===== config.mk =====
export PLATFORM = sky130hd
export DESIGN_NAME = pcs_top
export DESIGN_NICKNAME = d
export VERILOG_FILES = /design/src/include/pcs_pkg.sv /design/src/rtl/pcs_top.sv
export VERILOG_INCLUDE_DIRS = /design/src /design/src/include
export SDC_FILE = /design/constraint.sdc
export NUM_CORES = 1
export LEC_CHECK = 0
export BUFFER_PORTS_ARGS = -buffer_cell sky130_fd_sc_hd__buf_2
export CELL_PAD_IN_SITES_DETAIL_PLACEMENT = 1
export CELL_PAD_IN_SITES_GLOBAL_PLACEMENT = 1
export CORE_UTILIZATION = 35
export DETAILED_ROUTE_END_ITERATION = 7
export GPL_ROUTABILITY_DRIVEN = 0
export PLACE_DENSITY = 0.75
export SYNTH_ARGS = -nofsm -noshare
export SYNTH_HDL_FRONTEND = slang
export SYNTH_SLANG_ARGS = --single-unit

===== constraint.sdc =====
create_clock -name clk_in -period 1.8 [get_ports clk_in]
set_input_delay 0 -clock clk_in [delete_from_list [all_inputs] [get_ports clk_in]]
set_output_delay 0 -clock clk_in [all_outputs]
set_load 0.02 [all_outputs]

===== src/include/pcs_regs.svh =====
// Purpose: Offsets, fields, reset values and counts of the clock source
//          select block.
// Assumes: 32-bit APB data, one register per aligned word.
// Notes:   Included by the package and the design file.
`ifndef PCS_REGS_SVH
`define PCS_REGS_SVH

// ----------------------------------------------------------------------
// Register offsets (byte addresses)
// ----------------------------------------------------------------------
`define PCS_OFS_SEL1 12'h014
`define PCS_OFS_SEL2 12'h01C
`define PCS_OFS_UNLOCK 12'h100

// ----------------------------------------------------------------------
// Field positions
// ----------------------------------------------------------------------
`define PCS_TMR0_HI 10
`define PCS_TMR0_LO 8
`define PCS_ADC_HI 3
`define PCS_ADC_LO 2
`define PCS_WDT_HI 1
`define PCS_WDT_LO 0
`define PCS_PWM67_HI 7
`define PCS_PWM67_LO 6
`define PCS_PWM45_HI 5
`define PCS_PWM45_LO 4
`define PCS_FRQ_HI 3
`define PCS_FRQ_LO 2
`define PCS_I2S_HI 1
`define PCS_I2S_LO 0

// ----------------------------------------------------------------------
// Writable masks and reset values
// ----------------------------------------------------------------------
`define PCS_SEL1_MASK 32'h0000_070C
`define PCS_SEL1_RST 32'h0000_070F
`define PCS_SEL2_MASK_MED 32'h0000_00FF
`define PCS_SEL2_MASK_LOW 32'h0000_000F
`define PCS_SEL2_RST_MED 32'h0000_00F0
`define PCS_SEL2_RST_LOW 32'h0000_00FF

// ----------------------------------------------------------------------
// Unlock key bytes and watchdog divider
// ----------------------------------------------------------------------
`define PCS_KEY1 8'h59
`define PCS_KEY2 8'h16
`define PCS_KEY3 8'h88
`define PCS_WDT_DIV 2048
`define PCS_WDT_HALF 10'h3FF

`endif


===== src/include/pcs_pkg.sv =====
// Purpose: Types of the clock source select block.
// Assumes: pcs_regs.svh on the include path.
// Notes:   All state of the top travels as one packed struct.
`include "pcs_regs.svh"

package pcs_pkg;

  // ----------------------------------------------------------------------
  // Unlock sequence states
  // ----------------------------------------------------------------------
  typedef enum logic [3:0] {
    PCS_LOCKED = 4'h1,
    PCS_KEY1_SEEN = 4'h2,
    PCS_KEY2_SEEN = 4'h4,
    PCS_OPEN = 4'h8
  } pcs_lock_t;

  // Candidate clock sources, sampled levels
  typedef struct packed {
    logic xtal_main;
    logic xtal_32k;
    logic bus_clk;
    logic pll;
    logic osc_22m;
    logic ext_trig;
    logic osc_10k;
  } pcs_src_t;

  // Selected clocks for the peripherals
  typedef struct packed {
    logic timer0;
    logic adc;
    logic watchdog;
    logic pwm45;
    logic pwm67;
    logic freq_div;
    logic audio;
  } pcs_clk_t;

  // APB answer
  typedef struct packed {
    logic [31:0] prdata;
    logic pready;
    logic pslverr;
  } pcs_apb_rsp_t;

  // Whole state of the top module
  typedef struct packed {
    logic [31:0] sel1;
    logic [31:0] sel2;
    pcs_lock_t lock;
    logic [9:0] div_cnt;
    logic div_clk;
    pcs_clk_t clk;
    pcs_apb_rsp_t rsp;
  } pcs_state_t;

endpackage : pcs_pkg


===== src/rtl/pcs_top.sv =====
// Purpose: Peripheral clock source selection with APB registers.
// Assumes: clk_in is the core bus clock; source inputs are synchronous levels.
// Notes:   Selected clocks leave as registered levels, one cycle late.
//          The watchdog field is guarded by a three byte key sequence.
//          The low density build has no PWM pair clocks.
`timescale 1ns/1ps
`default_nettype none
`include "pcs_regs.svh"

module pcs_top #(
  // Low density build: no PWM pair clocks, other second-register reset
  parameter bit LOW_DENSITY = 1'b0
) (
  // Clock and reset
  input wire logic clk_in,
  input wire logic reset_in,
  // APB slave
  input wire logic psel_in,
  input wire logic penable_in,
  input wire logic pwrite_in,
  input wire logic [11:0] paddr_in,
  input wire logic [31:0] pwdata_in,
  // Candidate clock source levels
  input wire pcs_pkg::pcs_src_t src_in,
  // APB answer, selected clocks and lock state
  output logic [31:0] prdata_out,
  output logic pready_out,
  output logic pslverr_out,
  output pcs_pkg::pcs_clk_t clk_sel_out,
  output logic unlocked_out
);

  // State, the copy being built, and decode helpers
  pcs_pkg::pcs_state_t s_q;
  pcs_pkg::pcs_state_t s_d;
  logic [31:0] sel2_mask;
  logic [31:0] sel2_rst;
  logic access;
  logic commit;
  logic mapped;
  logic [31:0] rd_val;
  logic [31:0] wr_val;
  logic hit_sel1;
  logic hit_sel2;
  logic hit_key;
  logic wr_sel1;
  logic wr_sel2;
  logic wr_key;
  logic [7:0] key_byte;

  // ----------------------------------------------------------------------
  // Source pickers
  // ----------------------------------------------------------------------

  // Four-way pick shared by the pair, divider and audio fields
  // Codes 00 to 11 take the first to the fourth source in turn
  function automatic logic pick4(input logic [1:0] code, input logic s0,
                                 input logic s1, input logic s2,
                                 input logic s3);
    logic r;
    r = 1'b0;
    unique case (code)
      2'b00: r = s0;
      2'b01: r = s1;
      2'b10: r = s2;
      2'b11: r = s3;
    endcase
    return r;
  endfunction : pick4

  // Timer source: any code with the top bit set takes the oscillator
  function automatic logic pick_timer(input logic [2:0] code,
                                      input pcs_pkg::pcs_src_t s);
    logic r;
    r = s.osc_22m;
    if (!code[2])
    begin
      r = pick4(code[1:0], s.xtal_main, s.xtal_32k, s.bus_clk, s.ext_trig);
    end
    return r;
  endfunction : pick_timer

  // Variant dependent layout of the second select register
  assign sel2_mask = LOW_DENSITY ? `PCS_SEL2_MASK_LOW : `PCS_SEL2_MASK_MED;
  assign sel2_rst = LOW_DENSITY ? `PCS_SEL2_RST_LOW : `PCS_SEL2_RST_MED;

  // ----------------------------------------------------------------------
  // APB decode
  // ----------------------------------------------------------------------

  // Access phase and the edge at which it completes
  assign access = psel_in && penable_in;
  assign commit = access && s_q.rsp.pready;
  assign mapped = hit_sel1 || hit_sel2 || hit_key;

  // Address hits, one per register
  assign hit_sel1 = (paddr_in == `PCS_OFS_SEL1);
  assign hit_sel2 = (paddr_in == `PCS_OFS_SEL2);
  assign hit_key = (paddr_in == `PCS_OFS_UNLOCK);

  // Write strobes, live only at the completing edge
  assign wr_sel1 = commit && pwrite_in && hit_sel1;
  assign wr_sel2 = commit && pwrite_in && hit_sel2;
  assign wr_key = commit && pwrite_in && hit_key;
  assign key_byte = wr_val[7:0];

  // Read view of the registers
  // Unmapped addresses read as zero
  always_comb
  begin
    rd_val = 32'h0000_0000;
    wr_val = 32'h0000_0000;
    if (paddr_in == `PCS_OFS_SEL1)
    begin
      rd_val = s_q.sel1;
    end
    else if (paddr_in == `PCS_OFS_SEL2)
    begin
      rd_val = s_q.sel2;
    end
    else if (paddr_in == `PCS_OFS_UNLOCK)
    begin
      rd_val = {31'h0000_0000, s_q.lock == pcs_pkg::PCS_OPEN};
    end
    wr_val = pwdata_in;
  end

  // ----------------------------------------------------------------------
  // Next state
  // ----------------------------------------------------------------------
  always_comb
  begin
    // Hold everything unless a rule below moves it
    s_d = s_q;

    // ------------------------------------------------------------
    // Bus answer
    // ------------------------------------------------------------

    // Two-cycle access: ready rises one cycle into the access phase
    s_d.rsp.pready = access && !s_q.rsp.pready;
    s_d.rsp.pslverr = access && !s_q.rsp.pready && !mapped;
    s_d.rsp.prdata = 32'h0000_0000;
    if (access && !s_q.rsp.pready && !pwrite_in)
    begin
      s_d.rsp.prdata = rd_val;
    end

    // ------------------------------------------------------------
    // Register writes
    // ------------------------------------------------------------

    // First select register; keep the protected field unless open
    if (wr_sel1)
    begin
      s_d.sel1 = wr_val & `PCS_SEL1_MASK;
      s_d.sel1[`PCS_WDT_HI:`PCS_WDT_LO] =
        s_q.sel1[`PCS_WDT_HI:`PCS_WDT_LO];
      if (s_q.lock == pcs_pkg::PCS_OPEN)
      begin
        s_d.sel1[`PCS_WDT_HI:`PCS_WDT_LO] =
          wr_val[`PCS_WDT_HI:`PCS_WDT_LO];
      end
    end

    // Second select register; fixed bits keep their reset level
    if (wr_sel2)
    begin
      s_d.sel2 = (wr_val & sel2_mask) | (sel2_rst & ~sel2_mask);
    end

    // ------------------------------------------------------------
    // Unlock sequence
    // ------------------------------------------------------------

    // A wrong byte restarts at locked; any write once open relocks
    if (wr_key)
    begin
      unique case (s_q.lock)
        pcs_pkg::PCS_LOCKED:
        begin
          if (key_byte == `PCS_KEY1)
          begin
            s_d.lock = pcs_pkg::PCS_KEY1_SEEN;
          end
          else
          begin
            s_d.lock = pcs_pkg::PCS_LOCKED;
          end
        end
        pcs_pkg::PCS_KEY1_SEEN:
        begin
          if (key_byte == `PCS_KEY2)
          begin
            s_d.lock = pcs_pkg::PCS_KEY2_SEEN;
          end
          else
          begin
            s_d.lock = pcs_pkg::PCS_LOCKED;
          end
        end
        pcs_pkg::PCS_KEY2_SEEN:
        begin
          if (key_byte == `PCS_KEY3)
          begin
            s_d.lock = pcs_pkg::PCS_OPEN;
          end
          else
          begin
            s_d.lock = pcs_pkg::PCS_LOCKED;
          end
        end
        pcs_pkg::PCS_OPEN:
        begin
          s_d.lock = pcs_pkg::PCS_LOCKED;
        end
        default:
        begin
          s_d.lock = pcs_pkg::PCS_LOCKED;
        end
      endcase
    end

    // ------------------------------------------------------------
    // Divided watchdog clock
    // ------------------------------------------------------------

    // Bus clock divided by 2048: toggle every 1024 cycles
    // Free running from reset, so its phase is unrelated to selects
    s_d.div_cnt = s_q.div_cnt + 10'h001;
    if (s_q.div_cnt == `PCS_WDT_HALF)
    begin
      s_d.div_cnt = 10'h000;
      s_d.div_clk = !s_q.div_clk;
    end

    // ------------------------------------------------------------
    // Source multiplexers
    // ------------------------------------------------------------

    // Timer 0: top code bit set takes the oscillator
    s_d.clk.timer0 = pick_timer(s_q.sel1[`PCS_TMR0_HI:`PCS_TMR0_LO],
                                src_in);

    // Converter: upper code bit set takes the oscillator
    s_d.clk.adc = pick4(s_q.sel1[`PCS_ADC_HI:`PCS_ADC_LO], src_in.xtal_main,
                        src_in.pll, src_in.osc_22m, src_in.osc_22m);

    // Reserved watchdog code gives a quiet low clock
    s_d.clk.watchdog = pick4(s_q.sel1[`PCS_WDT_HI:`PCS_WDT_LO],
                             src_in.xtal_main, 1'b0, s_q.div_clk,
                             src_in.osc_10k);

    // One engine clock per PWM pair, absent in the low density variant
    s_d.clk.pwm67 = !LOW_DENSITY &&
                    pick4(s_q.sel2[`PCS_PWM67_HI:`PCS_PWM67_LO],
                          src_in.xtal_main, src_in.xtal_32k, src_in.bus_clk,
                          src_in.osc_22m);
    s_d.clk.pwm45 = !LOW_DENSITY &&
                    pick4(s_q.sel2[`PCS_PWM45_HI:`PCS_PWM45_LO],
                          src_in.xtal_main, src_in.xtal_32k, src_in.bus_clk,
                          src_in.osc_22m);

    // Divider output source
    s_d.clk.freq_div = pick4(s_q.sel2[`PCS_FRQ_HI:`PCS_FRQ_LO],
                             src_in.xtal_main, src_in.xtal_32k,
                             src_in.bus_clk, src_in.osc_22m);

    // Audio interface source
    s_d.clk.audio = pick4(s_q.sel2[`PCS_I2S_HI:`PCS_I2S_LO],
                          src_in.xtal_main, src_in.pll, src_in.bus_clk,
                          src_in.osc_22m);
  end

  // ----------------------------------------------------------------------
  // State register
  // ----------------------------------------------------------------------
  // Synchronous reset loads the reset values and locks the key
  always_ff @(posedge clk_in)
  begin
    if (reset_in)
    begin
      // Answer, divider and clocks clear to zero
      s_q <= '0;
      s_q.sel1 <= `PCS_SEL1_RST;
      s_q.sel2 <= LOW_DENSITY ? `PCS_SEL2_RST_LOW :
                                `PCS_SEL2_RST_MED;
      s_q.lock <= pcs_pkg::PCS_LOCKED;
    end
    else
    begin
      s_q <= s_d;
    end
  end

  // Outputs straight from the state flops
  assign prdata_out = s_q.rsp.prdata;
  assign pready_out = s_q.rsp.pready;
  assign pslverr_out = s_q.rsp.pslverr;
  assign clk_sel_out = s_q.clk;
  // Open is the top bit of the one-hot lock code
  assign unlocked_out = s_q.lock[3];

endmodule : pcs_top
`default_nettype wire


==> reports/results.tsv <==
metric	value	unit
status	complete, no violations	
max-cap violations	0	
Die X	85.6	um
Routed WL	5.12	mm
initial antenna violation count	0	
Final Instance Count excl. Fillers	387	
Post-synth EDFFs	0	
IO Port Bufs	55	
Antenna Nets Post-Route	0	
Synth area leader	dfxtp_1	
worst reg2reg startpoint	s_q[54]	
# placed instances	376	
unrepaired setup endpoints after global routing	false	
top post-synthesis cells by count	50 x dfxtp_1, 39 x buf_4, 31 x nor2_1	
layout cell share with drive strength beyond 1	25.8	%
xor/xnor share of the synthesized area	3.22	%
first-pass GRT wire length	8.44	mm
Final Skew	0.00892	ns
Vias/cell	4.71	
chip height	85.6	um
GRT Resource Usage Total	14.6	%
Max Fanout on Critical Path	6	
Slew HR	57.7	%
pin count of the biggest net entering global routing	34	
Post-Synth Adder-Cell Area	0.511	%
most instantiated library cell after synthesis	dfxtp_1	
DR iter-0 viols	46	
Cell variety after synth	42	
Final setup viols	0	
Hold Vio Cnt, Final	0	
Async SR Flop Fraction	0	%
clk sink count	50	
Final Cycle Share	84.7	%
Slew Limit Fails	0	
Ports	98	
# rows	30	
TritonCTS clock tree	built	
Compound-Gate Fraction of Synth Area	6.85	%
synthesis warning total	0	
Synth Area per Inst	9.87	sq um
final critical-path required period	1.52	ns
die area	0.00733	sq mm
register bit total from synthesis	50	
CTS Hold Buffers Added	3	
DRT Pass-1 Iters	4	
grt ovf	0	
DP HPWL	3.92	mm
Core Box Area	0.00679	sq mm
pwr/cell area	725	mW/mm^2
post-synth top area share	40.9	%
DRC	0	
CTS Root Cell	clkbuf_8	
setup TNS	0	ns
Crit. End Element	flip-flop	
CP arrival	1.75	ns
worst skew pair latency	0.30	ns
Worst Hold Depth	3	
synthesized cell area	0.00245	sq mm
Slowest-stage cell, CP	or4b_1	
post-synthesis simple-gate area fraction	25.9	%
Design Area, Final	0.00274	sq mm
pre-CTS setup slack	0.292	ns
dpl cell area	0.00262	sq mm
multiplexer share of the synthesized area	8.69	%
CP Data Required Time	2.03	ns
Hold Crit Class	in -> reg	
hold path start	pwdata_in[9]	
Reg clk slew, reported paths	0.10	ns
worst setup margin	0.275	ns
top post-synthesis cells by area	dfxtp_1 41%, buf_4 12%, nor2_1 4.8%	
effective utilization at floorplan	36.0	%
post-CTS resize count	0	
Least-Margin Pin Slew	0.625	ns
prevailing post-synth register cell	dfxtp_1	
maximum clock rate	0.656	GHz
Worst setup SP type	flip-flop	
largest family of logic cells by synthesized area	simple AND/OR/NAND/NOR gates	
critical path cell sequence	or4b_1 -> or3_1 -> a21oi_1	
worst ir drop on vdd	0.300	mV
CP startpoint	s_q[54]	
sequential element share of the synthesized area	40.9	%
postcts setup bufs	0	
Worst Reg2Reg Path Length in Cells	3	
n_diodes	0	
Area Overhead vs Synth	11.7	%
clock buffer count from CTS	5	
Lkg Pwr	1.18	nW
Critical Setup Path Class	reg -> reg	
Crit path largest cell delay	0.57	ns
Final nets	347	
Longest Clk Path Bufs	2	
htree depth	2	
Avg WL per Cell	13.2	um
Fill cells	815	
DR vias	1823	
vias in the first global route	1832	
Mapped Cells	248	
-- critical path: cells and delay by family (launching register included) --
kind            cells  cell delay, ns
compound gates      1            0.16
flops               1            0.36
simple gates        2            0.93
-- through the flow --
step / util (%) / hold WS [ns] / total power [mW]
6_report: 40.3 / 0.00276 / 1.98
5_1_grt: 40.3 / 0.000768 / 2.08
4_1_cts: 40.3 / 0.0000321 / 2.01
3_5_place_dp: 38.5 / 0.290 / 1.35
3_3_place_gp: 38.5 / 0.283 / 1.35
2_1_floorplan: - / 0.143 / 1.31
-- worst paths after layout --
check / end / slack, ns
setup / recovery: s_q[54] / 0.28
hold / removal: s_q[97] / 0.003
setup reg to reg: s_q[54] / 0.28
hold reg to reg: s_q[42] / 0.48
-- flip-flops by register name, summed over array words and instances (netlist names) --
register	count
prdata_out	11
clk_sel_out	7
unlocked_out	1
pready_out	1
pslverr_out	1
s_q	29
-- cells by family after synthesis --
family | Yosys count
AND/OR/NAND/NOR | 100
flip-flops | 50
buffers and inverters | 50
AO/OA/AOI/OAI | 22
multiplexers | 15
XOR/XNOR | 9
adder cells (fa/ha/maj) | 1
other | 1
-- placed cells by master, fill, tap and decap left out, types with 3 or more instances in the layout --
cell,instances
and4_1,4
a22o_1,3
nor2b_1,5
nand4_1,6
and2_1,12
dfxtp_1,50
nand3_1,5
buf_2,55
nor3_1,5
mux4_2,5
xor2_1,5
inv_1,5
xnor2_1,4
dlygate4sd3_1,3
a211o_1,9
or4b_1,4
a21oi_1,3
clkbuf_8,5
nand2_1,6
conb_1,21
nand3b_1,4
nor4b_1,3
mux2i_1,10
nor2_1,31
-- layer usage --
| layer | vias to the layer above | track usage [%] | routed length (um) |
|---|---|---|---|
| met2 | 44 | 27.1 | 2620 |
| met3 | 6 | 3.27 | 210 |
| met5 | - | 0 | 0 |
| met1 | 874 | 16.5 | 2220 |
| met4 | 0 | 4.55 | 66 |
| li1 | 899 | - | - |
-- where the power goes --
group | internal [mW] | switching, mW | total (mW)
Combinational | 0.0739 | 0.128 | 0.202
Clock | 0.274 | 0.377 | 0.651
Sequential | 1.12 | 0.00759 | 1.13
-- area by class of cell --
type | count | area, sq um | area share (%)
inverters | 5 | 18.8 | 0.686
clock buffers | 5 | 68.8 | 2.52
well taps | 96 | 120 | 4.39
flip-flops and latches | 50 | 1000 | 36.6
clock inverters | 3 | 21.3 | 0.778
multi-input cells | 168 | 1180 | 43.3
repair buffers | 60 | 320 | 11.7
(Power assumes the default switching activity.)
